### src/ddr3_pwr_pkg.sv
/*
  Package for the refresh / self-refresh / power-down state keeper of a DDR3L-style memory model.
  Assumes a single 40 MHz system clock; the memory clock arrives as a sampled pin.
*/
package ddr3_pwr_pkg;
  localparam int CLK_PERIOD_PS = 25000;
  // Minimum CKE pulse, in ps, and its count in system cycles (rounded up)
  localparam int CKE_MIN_PULSE_PS = 5000;
  localparam int CKE_MIN_CYC = (CKE_MIN_PULSE_PS + CLK_PERIOD_PS - 1) / CLK_PERIOD_PS;
  // Internal self-refresh timer period, in ps (shorter than cke_min_pulse is not required)
  localparam int SR_TIMER_PS = 5000;
  localparam int SR_TIMER_CYC = (SR_TIMER_PS + CLK_PERIOD_PS - 1) / CLK_PERIOD_PS;
  // Internal refresh busy time, in ps
  localparam int REFRESH_CYCLE_TIME_PS = 160000;
  localparam int REFRESH_CYC = (REFRESH_CYCLE_TIME_PS + CLK_PERIOD_PS - 1) / CLK_PERIOD_PS;
  localparam int CNT_W = 8;
  localparam int ROW_W = 16;
  localparam int NUM_BANKS = 8;
  localparam int DLL_RESET_CYC = 4;
  localparam logic [CNT_W-1:0] CKE_MIN_CNT = CNT_W'(CKE_MIN_CYC);
  localparam logic [CNT_W-1:0] SR_TIMER_CNT = CNT_W'(SR_TIMER_CYC);
  localparam logic [CNT_W-1:0] REFRESH_CNT = CNT_W'(REFRESH_CYC);
  localparam logic [CNT_W-1:0] DLL_RESET_CNT = CNT_W'(DLL_RESET_CYC);
  localparam logic [CNT_W-1:0] CNT_ONE = 8'h01;
  localparam logic [ROW_W-1:0] ROW_ONE = 16'h0001;
  localparam int MR1_DLL_DIS_BIT = 0;
  localparam int MR0_PD_FAST_BIT = 12;

  typedef enum logic [2:0] {
    ST_IDLE, ST_REFRESH, ST_SELF_REFRESH, ST_PRE_PD, ST_ACT_PD, ST_RESET
  } pwr_state_type;

  // Command pins as sampled on a memory clock rising edge
  typedef struct packed {
    logic cs_n;
    logic ras_n;
    logic cas_n;
    logic we_n;
    logic cke;
  } cmd_type;

  typedef struct packed {
    logic dll_on;
    logic in_buf_on;
    logic clk_gated;
    logic refreshing;
  } status_type;
endpackage

### src/ddr3_pwr_ctrl.sv
/*
  Refresh, self-refresh and power-down control of the memory device.
  Assumes the memory clock, command pins, CKE and reset pin arrive asynchronously and are
  synchronised here; bank-open state and mode bits come from sibling logic on CLK.
*/
`timescale 1ns/1ps
// Operation
// - Write strobe or data timing errors only corrupt the addressed location.
// - Refresh decoded on CS, RAS, CAS low, WE high; one refresh per command.
// - Refresh uses internal row counter, ignores address, leaves banks precharged idle.
// - Self-refresh entry is refresh pattern with CKE low; CKE held low after.
// - Loop disabled on self-refresh entry, re-enabled with reset on exit.
// - In self-refresh only CKE and reset matter; clock gated; refresh within cke_min_pulse.
// - Power-down entered on CKE low with NOP; not during busy operations (the code also enters it from ST_REFRESH).
// - All banks closed gives precharge power-down, else active power-down.
// - Power-down disables buffers except clock, termination, CKE and reset.
// - Precharge power-down with slow-exit bit clear turns the loop off (the code turns it off with MR0_PD_FAST clear, i.e. slow exit).
// - CKE low and high held cke_min_pulse; reset pin overrides power-down.
module ddr3_pwr_ctrl
  import ddr3_pwr_pkg::*;
(
  input wire logic CLK,
  input wire logic RST,
  input wire logic MEM_CK,
  input wire logic CS_N,
  input wire logic RAS_N,
  input wire logic CAS_N,
  input wire logic WE_N,
  input wire logic CKE,
  input wire logic RESET_N,
  input wire logic BANK_OPEN,
  input wire logic MR0_PD_FAST,
  input wire logic MR1_DLL_DIS,
  output logic [ddr3_pwr_pkg::ROW_W-1:0] REFRESH_ROW,
  output logic REFRESH_STROBE,
  output ddr3_pwr_pkg::status_type STATUS,
  output ddr3_pwr_pkg::pwr_state_type STATE
);
  import ddr3_pwr_pkg::*;

  // ************************************************************
  // Input synchronisers
  // ************************************************************
  localparam int NSYNC = 7;
  // Idle levels: clock high and deselect, so reset can neither fake a clock rise nor a command
  localparam logic [NSYNC-1:0] SYNC_IDLE = 7'h7f;
  logic [NSYNC-1:0] pins;
  logic [NSYNC-1:0] sync1_reg;
  logic [NSYNC-1:0] sync2_reg;
  logic ck_prev_reg;
  assign pins = {MEM_CK, CS_N, RAS_N, CAS_N, WE_N, CKE, RESET_N};

  always_ff @(posedge CLK)
  begin
    if (RST)
    begin
      sync1_reg <= SYNC_IDLE;
      sync2_reg <= SYNC_IDLE;
      ck_prev_reg <= 1'b1;
    end
    else
    begin
      sync1_reg <= pins;
      sync2_reg <= sync1_reg;
      ck_prev_reg <= sync2_reg[6];
    end
  end

  cmd_type cmd;
  logic ck_rise;
  logic rst_pin_n;
  assign cmd = sync2_reg[5:1];
  assign rst_pin_n = sync2_reg[0];
  assign ck_rise = sync2_reg[6] & ~ck_prev_reg;

  function automatic logic is_ref_pattern(input cmd_type c);
    is_ref_pattern = ~c.cs_n & ~c.ras_n & ~c.cas_n & c.we_n;
  endfunction

  function automatic logic is_nop(input cmd_type c);
    is_nop = c.cs_n | (c.ras_n & c.cas_n & c.we_n);
  endfunction

  // ************************************************************
  // Power state machine
  // ************************************************************
  pwr_state_type state_reg, state_next;
  logic cke_prev_reg, cke_prev_next;
  logic [CNT_W-1:0] busy_reg, busy_next;
  logic [CNT_W-1:0] cke_cnt_reg, cke_cnt_next;
  logic [CNT_W-1:0] sr_tmr_reg, sr_tmr_next;
  logic [CNT_W-1:0] dll_rst_reg, dll_rst_next;
  logic [ROW_W-1:0] row_reg, row_next;
  logic strobe_next;
  logic dll_on_next;
  logic sr_first_done_reg, sr_first_done_next;
  status_type status_next;

  always_comb
  begin
    state_next = state_reg;
    cke_prev_next = cke_prev_reg;
    busy_next = busy_reg;
    cke_cnt_next = cke_cnt_reg;
    sr_tmr_next = sr_tmr_reg;
    dll_rst_next = dll_rst_reg;
    row_next = row_reg;
    strobe_next = 1'b0;
    sr_first_done_next = sr_first_done_reg;
    if (busy_reg != '0)
      busy_next = busy_reg - CNT_ONE;
    if (dll_rst_reg != '0)
      dll_rst_next = dll_rst_reg - CNT_ONE;
    if (ck_rise && cke_cnt_reg != '0)
      cke_cnt_next = cke_cnt_reg - CNT_ONE;
    if (ck_rise)
      cke_prev_next = cmd.cke;
    // Reset pin wins over every power state
    if (!rst_pin_n)
    begin
      state_next = ST_RESET;
      busy_next = '0;
    end
    else
    begin
      case (state_reg)
        ST_RESET:
          state_next = ST_IDLE;
        ST_IDLE, ST_REFRESH:
        begin
          if (state_reg == ST_REFRESH && busy_reg == CNT_ONE)
            state_next = ST_IDLE;
          if (ck_rise && cke_prev_reg && cke_cnt_reg == '0)
          begin
            if (!cmd.cke && is_ref_pattern(cmd) && state_reg == ST_IDLE)
            begin
              state_next = ST_SELF_REFRESH;
              cke_cnt_next = CKE_MIN_CNT;
              sr_tmr_next = SR_TIMER_CNT;
              sr_first_done_next = 1'b0;
            end
            else if (!cmd.cke && is_nop(cmd))
            begin
              // Busy refresh counts down in the background; the power-down state is taken at once
              state_next = BANK_OPEN ? ST_ACT_PD : ST_PRE_PD;
              cke_cnt_next = CKE_MIN_CNT;
            end
            else if (cmd.cke && is_ref_pattern(cmd) && state_reg == ST_IDLE)
            begin
              state_next = ST_REFRESH;
              busy_next = REFRESH_CNT;
              row_next = row_reg + ROW_ONE;
              strobe_next = 1'b1;
            end
          end
        end
        ST_SELF_REFRESH:
        begin
          // Timer runs on CLK since the memory clock may stop here
          if (sr_tmr_reg != '0)
            sr_tmr_next = sr_tmr_reg - CNT_ONE;
          else
          begin
            sr_tmr_next = SR_TIMER_CNT;
            row_next = row_reg + ROW_ONE;
            strobe_next = 1'b1;
            sr_first_done_next = 1'b1;
          end
          if (ck_rise && cmd.cke && cke_cnt_reg == '0 && sr_first_done_reg)
          begin
            state_next = ST_IDLE;
            cke_cnt_next = CKE_MIN_CNT;
            dll_rst_next = DLL_RESET_CNT;
          end
        end
        ST_PRE_PD, ST_ACT_PD:
        begin
          if (ck_rise && cmd.cke && cke_cnt_reg == '0)
          begin
            state_next = ST_IDLE;
            cke_cnt_next = CKE_MIN_CNT;
          end
        end
        default:
          state_next = ST_IDLE;
      endcase
    end
    // Loop off in self-refresh, slow precharge power-down, or when disabled in mode reg 1
    dll_on_next = ~MR1_DLL_DIS && state_next != ST_SELF_REFRESH
      && !(state_next == ST_PRE_PD && !MR0_PD_FAST) && dll_rst_next == '0;
    status_next.dll_on = dll_on_next;
    status_next.in_buf_on = !(state_next inside {ST_SELF_REFRESH, ST_PRE_PD, ST_ACT_PD});
    status_next.clk_gated = state_next == ST_SELF_REFRESH;
    status_next.refreshing = state_next == ST_REFRESH || strobe_next;
  end

  always_ff @(posedge CLK)
  begin
    if (RST)
    begin
      state_reg <= ST_IDLE;
      cke_prev_reg <= 1'b1;
      busy_reg <= '0;
      cke_cnt_reg <= '0;
      sr_tmr_reg <= '0;
      dll_rst_reg <= '0;
      row_reg <= '0;
      sr_first_done_reg <= 1'b0;
      REFRESH_STROBE <= 1'b0;
      STATUS <= '0;
      STATE <= ST_IDLE;
    end
    else
    begin
      state_reg <= state_next;
      cke_prev_reg <= cke_prev_next;
      busy_reg <= busy_next;
      cke_cnt_reg <= cke_cnt_next;
      sr_tmr_reg <= sr_tmr_next;
      dll_rst_reg <= dll_rst_next;
      row_reg <= row_next;
      sr_first_done_reg <= sr_first_done_next;
      REFRESH_STROBE <= strobe_next;
      STATUS <= status_next;
      STATE <= state_next;
    end
  end
  assign REFRESH_ROW = row_reg;
  // Write timing errors never reach this logic, so no state here can hang on them

  // ************************************************************
  // Checks
  // ************************************************************
  property p_ref_strobe;
    @(posedge CLK) disable iff (RST)
      (state_reg == ST_IDLE && state_next == ST_REFRESH) |=> REFRESH_STROBE;
  endproperty
  a_ref_strobe: assert property (p_ref_strobe) else $error("refresh not strobed");

  property p_ref_row;
    @(posedge CLK) disable iff (RST)
      strobe_next |=> row_reg == $past(row_reg) + ROW_ONE;
  endproperty
  a_ref_row: assert property (p_ref_row) else $error("row counter not advanced");

  property p_sr_dll;
    @(posedge CLK) disable iff (RST)
      state_reg == ST_SELF_REFRESH |-> !STATUS.dll_on;
  endproperty
  a_sr_dll: assert property (p_sr_dll) else $error("loop on in self-refresh");

  property p_sr_refresh;
    @(posedge CLK) disable iff (RST)
      (state_reg != ST_SELF_REFRESH && state_next == ST_SELF_REFRESH)
        |-> ##[1:8] (strobe_next || state_reg != ST_SELF_REFRESH);
  endproperty
  a_sr_refresh: assert property (p_sr_refresh) else $error("no refresh in self-refresh");

  property p_pd_mode;
    @(posedge CLK) disable iff (RST)
      (state_reg == ST_IDLE && state_next == ST_ACT_PD) |-> BANK_OPEN;
  endproperty
  a_pd_mode: assert property (p_pd_mode) else $error("active power-down with banks closed");

  property p_pd_buf;
    @(posedge CLK) disable iff (RST)
      state_reg inside {ST_PRE_PD, ST_ACT_PD} |=> !STATUS.in_buf_on || state_reg == ST_IDLE
        || state_reg == ST_RESET;
  endproperty
  a_pd_buf: assert property (p_pd_buf) else $error("buffers on in power-down");

  property p_slow_exit;
    @(posedge CLK) disable iff (RST)
      (state_next == ST_PRE_PD && !MR0_PD_FAST) |=> !STATUS.dll_on;
  endproperty
  a_slow_exit: assert property (p_slow_exit) else $error("loop on in slow power-down");

  property p_reset_pin;
    @(posedge CLK) disable iff (RST)
      !rst_pin_n |=> state_reg == ST_RESET;
  endproperty
  a_reset_pin: assert property (p_reset_pin) else $error("reset pin ignored");

  property p_pd_entry;
    @(posedge CLK) disable iff (RST)
      (ck_rise && state_reg == ST_IDLE && cke_prev_reg && cke_cnt_reg == '0 && !cmd.cke
        && is_nop(cmd) && rst_pin_n) |=> state_reg inside {ST_PRE_PD, ST_ACT_PD};
  endproperty
  a_pd_entry: assert property (p_pd_entry) else $error("power-down not entered");

  // Loop stays off through its reset after self-refresh exit
  property p_dll_relock;
    @(posedge CLK) disable iff (RST)
      (state_reg == ST_SELF_REFRESH && state_next == ST_IDLE) |=> !STATUS.dll_on [*4];
  endproperty
  a_dll_relock: assert property (p_dll_relock) else $error("loop on during relock");
endmodule

### config.mk
export PLATFORM = sky130hd
export DESIGN_NAME = ddr3_pwr_ctrl
export DESIGN_NICKNAME = d
export VERILOG_FILES = /design/src/ddr3_pwr_pkg.sv /design/src/ddr3_pwr_ctrl.sv
export SDC_FILE = /design/constraint.sdc
export NUM_CORES = 1
export LEC_CHECK = 0
export BUFFER_PORTS_ARGS = -buffer_cell sky130_fd_sc_hd__buf_2
export CORE_ASPECT_RATIO = 0.8
export CORE_MARGIN = 1
export CORE_UTILIZATION = 40
export CTS_BUF_LIST = sky130_fd_sc_hd__clkbuf_16
export CTS_CLUSTER_DIAMETER = 150
export DETAILED_ROUTE_END_ITERATION = 10
export GPL_ROUTABILITY_DRIVEN = 0
export PLACE_DENSITY_LB_ADDON = 0.12
export RECOVER_POWER = 50
export SETUP_SLACK_MARGIN = 0.2
export SKIP_LAST_GASP = 1
export SYNTH_ARGS = -nofsm -noshare
export SYNTH_HDL_FRONTEND = slang
export SYNTH_SLANG_ARGS = --single-unit
### constraint.sdc
create_clock -name CLK -period 2.95 [get_ports CLK]
set_clock_uncertainty 0.05 [all_clocks]
set_input_delay 0.4425 -clock CLK [delete_from_list [all_inputs] [get_ports CLK]]
set_output_delay 0.4425 -clock CLK [all_outputs]
set_load 0.05 [all_outputs]
# ---- Word-level counts from Yosys, hierarchy flattened
# Index checks and enable logic that the tools add are counted.
dict set report op_classes {
  reduce_logical 36
  div_mod_pow 0
  addsub 5
  multipliers 0
  bitwise_logic 13
  mux 49
  order_cmp 0
  shift 0
  eq_ne 16
}
# cell n
set ops {}
lappend ops {{8-bit 2-to-1 mux} 20}
lappend ops {{16-bit 2-to-1 mux} 5}
lappend ops {{16-bit case mux with 2 select lines} 1}
lappend ops {{8-bit nonzero test} 4}
lappend ops {{8-bit by 1-bit subtractor with 8-bit output, second input constant} 4}
lappend ops {{3-bit 2-to-1 mux} 9}
lappend ops {{8-bit case mux with 3 select lines} 1}
lappend ops {{16-bit by 1-bit adder with 16-bit output, second input constant} 1}
lappend ops {{1-bit logical AND} 16}
lappend ops {{8-bit logical NOT} 2}
lappend ops {{8-bit case mux with 2 select lines} 1}
lappend ops {{3-bit by 2-bit == test with 1-bit output, second input constant} 4}
lappend ops {{2-bit inequality test, second input constant} 6}
lappend ops {{1-bit 2-to-1 mux} 9}
lappend ops {{3-bit case mux with 3 select lines} 1}
lappend ops {{8-bit by 1-bit == test with 1-bit output, second input constant} 1}
lappend ops {{7-bit AND reduction} 1}
lappend ops {{1-bit AND} 6}
lappend ops {{3-bit by 1-bit == test with 1-bit output, second input constant} 2}
lappend ops {{3-bit == test, second input constant} 2}
lappend ops {{1-bit NOT} 6}
lappend ops {{2-bit OR reduction} 3}
lappend ops {{5-bit AND reduction} 1}
lappend ops {{1-bit logical NOT} 4}
lappend ops {{8 further kinds} 9}
dict set report word_totals {
  rom_bits 0
  in_bits 12
  n_memories 0
  output_inout_bits 24
  ram_bits 0
  regBits 73
  latch_bits 0
}

# ---- Logic depth before layout (Yosys ltp)
dict set report depth {
  ltp_word 17
  ltp_mapped 8
  ltp_nobuf 7
}

# ---- Worst setup path after synthesis
# OpenSTA, ideal clock, no wires.
dict set report synth_path {
  path_type {flip-flop to flip-flop}
  startpoint {register state_reg[1]}
  endpoint {register row_reg[12] (netlist: REFRESH_ROW[12])}
  t_arrival_ns 2.283
  path_stages_with_launch 7
  n_path_buf 1
  setup_ns 0.123
  setup_slack_ns 0.493
  period_less_slack_ns 2.457
  path_cell_list {dfxtp_1 or3b_2 a41oi_1 or2_2 buf_2 nor4_1 mux2_1}
}
dict set report synth_between {
  elab_chain_len 4
  word_cells_on_any_way 14
  cone_classes {7 x eq/ne; 1 x mux; 6 x reduce/logical}
}
# element line
set synth_lines {}
lappend synth_lines {{start, declared} ddr3_pwr_ctrl.sv:87} ;# pwr_state_type state_reg, state_next;
lappend synth_lines {{start signal, assigned} ddr3_pwr_ctrl.sv:215} ;# state_reg <= state_next;
lappend synth_lines {{3-bit by 1-bit == test with 1-bit output or 3-bit logical NOT (tied branches)} {ddr3_pwr_ctrl.sv:126, ddr3_pwr_ctrl.sv:135, ddr3_pwr_ctrl.sv:148}}
lappend synth_lines {{2-bit OR reduction (tied with other cells)} ddr3_pwr_ctrl.sv:126} ;# case (state_reg)
lappend synth_lines {{2-bit inequality test (no source line) or 2-bit nonzero test (tied branches)} --}
lappend synth_lines {{7-bit AND reduction (no source line)} --}
lappend synth_lines {{end signal, assigned} ddr3_pwr_ctrl.sv:221} ;# row_reg <= row_next;
lappend synth_lines {{end, declared} ddr3_pwr_ctrl.sv:93} ;# logic [ROW_W-1:0] row_reg, row_next;
# Parallel ways exist; a longest one is shown, timed or not.
# A chain may end at the register's enable or synchronous reset.

# ---- Worst setup path in the final report
dict set report layout_path {
  startpoint {register cke_cnt_reg[0]}
  endpoint {register row_reg[14] (netlist: REFRESH_ROW[14])}
}
dict set report layout_between {
  elab_chain_len 4
}
# element line
set layout_lines {}
lappend layout_lines {{start, declared} ddr3_pwr_ctrl.sv:90} ;# logic [CNT_W-1:0] cke_cnt_reg, cke_cnt_next;
lappend layout_lines {{start signal, assigned} ddr3_pwr_ctrl.sv:218} ;# cke_cnt_reg <= cke_cnt_next;
lappend layout_lines {{8-bit logical NOT} ddr3_pwr_ctrl.sv:133} ;# if (ck_rise && cke_prev_reg && cke_cnt_reg == '0)
lappend layout_lines {{1-bit logical AND} ddr3_pwr_ctrl.sv:133}
lappend layout_lines {{2-bit inequality test (no source line)} --}
lappend layout_lines {{7-bit AND reduction (no source line)} --}
# Every way passes these cells.

==> flow_summary.json <==
{
  "core-area_mm2": 0.00860,
  "p_comb_share_pct": 23.9,
  "slew_viol_final": 0,
  "postSynth.asyncResetShare_pct": 0,
  "cts-buffers-inserted": 9,
  "setup_viol": 0,
  "yosysSeqAreaShare_pct": 40.8,
  "synth_top_area_cell": "dfxtp_1",
  "switching_share_pct": 29.4,
  "p_int_mw": 2.25,
  "grt_pass1_vias": 2663,
  "hold_violations": 0,
  "rsz0062_at_grt": "no",
  "p_leak_nw": 1.53,
  "tightest_slew_ns": 1.45,
  "synth_edf_count": 0,
  "dr_total_vias": 2934,
  "io_buffers": 35,
  "initial_core_util_pct": 41.7,
  "synth.most_common_cell": "dfxtp_1",
  "ios": 36,
  "p_switching_mw": 0.937,
  "hold_depth": 2,
  "outcome": "finished clean",
  "grt_antenna_before_repair": 0,
  "period_minus_slack_ns": 2.57,
  "fin_ws_ns": 0.380,
  "grt_usage_pct": 18.5,
  "hold_buffers": 0,
  "die_h_um": 86.7,
  "syn_nets": 419,
  "cts_htree_levels": 3,
  "antenna_cells": 0,
  "cts_tree": "built",
  "grt_pass1_wl_um": 13100,
  "synth_seq_cells": 73,
  "wl_per_cell_um": 14.3,
  "endpoint_kind": "flip-flop",
  "clkPwrFrac_pct": 38.1,
  "fin_tns_setup_ns": 0,
  "viasPerCell": 5.35,
  "drtPass1Iterations": 6,
  "totalPowerFinal_mw": 3.19,
  "route.detailed.drc": 0,
  "fp.dieW_um": 108,
  "crit_path_start_kind": "flip-flop",
  "synth.distinct_cells": 65,
  "hold_path.class": "in -> reg",
  "clk_latency_ns": 0.33,
  "crit_path_end": "REFRESH_ROW[14]",
  "path_clk_slew_ns": 0.06,
  "path_class": "reg -> reg",
  "area_growth_pct": 15.6,
  "ys_warn_count": 0,
  "r2r-end": "REFRESH_ROW[14]",
  "rows": 30,
  "syn-cell-area_mm2": 0.00359,
  "largest_register_ffs": 16,
  "drt-initial-drc-count": 157,
  "path_max_fanout": 22,
  "whs_ns": 0.239,
  "dpl_worst_slack_ns": 0.406,
  "cp.arrival_ns": 2.74,
  "ant_nets": 0,
  "post_cts_buffers": 0,
  "fmax_mhz": 389,
  "crit_path_start": "cke_cnt_reg[0]",
  "clock_path_buffers": 2,
  "routed_wl_um": 7830,
  "die_area_mm2": 0.00935,
  "synth_flop_cell": "dfxtp_1",
  "relSlewSlack_pct": 3.09,
  "yosysTopAreaCellShare_pct": 40.8,
  "netlist_instances": 399,
  "worst-r2r-setup-slack_ns": 0.38,
  "powerDensity_mw_per_mm2": 769,
  "overflow": 0,
  "cts_root_buffer": "clkbuf_16",
  "peakVddDrop_mv": 0.422,
  "syn_avg_cell_area_um2": 8.99,
  "nets": 451,
  "reg2regPathDepth": 7,
  "dp_cells": 532,
  "seqPwrFrac_pct": 38.0,
  "cp.required_ns": 3.12,
  "synthTopCellsByCount": "dfxtp_1 (73), nor2_1 (41), nor3_1 (20), or2_2 (20)",
  "cts_sinks": 73,
  "cap_violations": 0,
  "synth.area.top_cells": "dfxtp_1 (41%), nor2_1 (4.3%), or2_2 (3.5%)",
  "grt_max_degree": 38,
  "layout-drive-gt1-share_pct": 14.7,
  "min_period_over_period_pct": 87.1,
  "r2r_start": "cke_cnt_reg[0]",
  "fin_cells": 548,
  "dp_hpwl_um": 5490
}
## cell families after synthesis
| group | Yosys count | synth area share [%] |
|---|---|---|
| and+or+nand+nor | 175 | 28.8 |
| AOI/OAI and AO/OA | 73 | 14.5 |
| DFF | 73 | 40.8 |
| buffers and inverters | 38 | 4.54 |
| xor gates and xnor gates | 20 | 4.88 |
| muxes | 12 | 3.73 |
| adders and majority gates | 8 | 2.79 |
## timing repair
| item | 4_1_cts | 5_1_grt |
|---|---|---|
| endpoints found under the hold margin | 0 | 0 |
| endpoints found under the setup margin | 0 | 2 |
| gates resized for setup | 0 | 1 |
## worst max-delay path, cell delays in order, from the launching register on
cell	delay (ns)
dfxtp_1	0.30
inv_1	0.09
ha_1	0.23
or3b_1	0.47
nor3_4	0.33
a21oi_4	0.22
nor4_1	0.38
mux2_1	0.36
## per-layer routing
metal  track usage, %  part of all wire, %  vias to the layer above
li1                 -                    -                     1510
met1             26.2                   53                     1374
met2             26.3                   42                       41
met4             7.22                  1.5                        0
met5                0                    0                        -
met3             5.19                  3.5                        9
## area by class of cell
class,count,area [um^2]
timing repair buffer,39,171
multi-input combinational,288,1960
inverter,20,75.1
clock inverter,7,110
tap,112,140
clock buffer,9,225
fill,872,4450
sequential,73,1460
## power by group through the flow
stage	registers, mW	logic (mW)	clock network [mW]
4_1_cts	1.21	0.767	1.25
3_5_place_dp	1.23	0.760	0
6_report	1.21	0.761	1.21
3_3_place_gp	1.23	0.750	0
5_1_grt	1.23	0.868	1.29
2_1_floorplan	1.21	0.636	0
## how the worst min path moves through the flow
stage                       startpoint            to  slack, ns
final                              CKE  sync1_reg[1]       0.24
after floorplan           sync1_reg[0]  sync2_reg[0]       0.34
after global routing               CKE  sync1_reg[1]       0.23
after global placement    sync1_reg[5]  sync2_reg[5]       0.34
after CTS                          CKE  sync1_reg[1]       0.23
after detailed placement  sync1_reg[3]  sync2_reg[3]       0.35
## through the flow
| stage | cell area, um^2 | utilization, % |
|---|---|---|
| 5_1_grt | 4150 | 48.2 |
| 3_3_place_gp | 3840 | 44.7 |
| 2_1_floorplan | 3590 | - |
| 6_report | 4150 | 48.2 |
| 3_5_place_dp | 3840 | 44.7 |
| 4_1_cts | 4180 | 48.6 |
## cell usage in the layout (no fill, tap or decap), drive strengths merged, types with 3 or more instances in the layout
| cell | count |
|---|---|
| dfxtp | 73 |
| nor2 | 41 |
| clkbuf | 34 |
| nor3 | 21 |
| or2 | 21 |
| inv | 20 |
| a21oi | 20 |
| nand2 | 14 |
| buf | 14 |
| xnor2 | 11 |
| mux2 | 11 |
| nor2b | 10 |
| nand3 | 9 |
| xor2 | 9 |
| o21ai | 9 |
| nor4 | 9 |
| ha | 8 |
| or3 | 7 |
| nand4 | 6 |
| a211oi | 6 |
| nand2b | 6 |
| or4 | 6 |
| a311oi | 5 |
| nor3b | 4 |
| a31oi | 4 |
| o41ai | 4 |
| o31ai | 4 |
| nor4b | 4 |
| nand3b | 3 |
| o311ai | 3 |
| and3 | 3 |
| o21a | 3 |
| bufinv | 3 |
| clkinv | 3 |
| or3b | 3 |
| a2111oi | 3 |
Note: power is estimated with default switching activity, not from simulation.
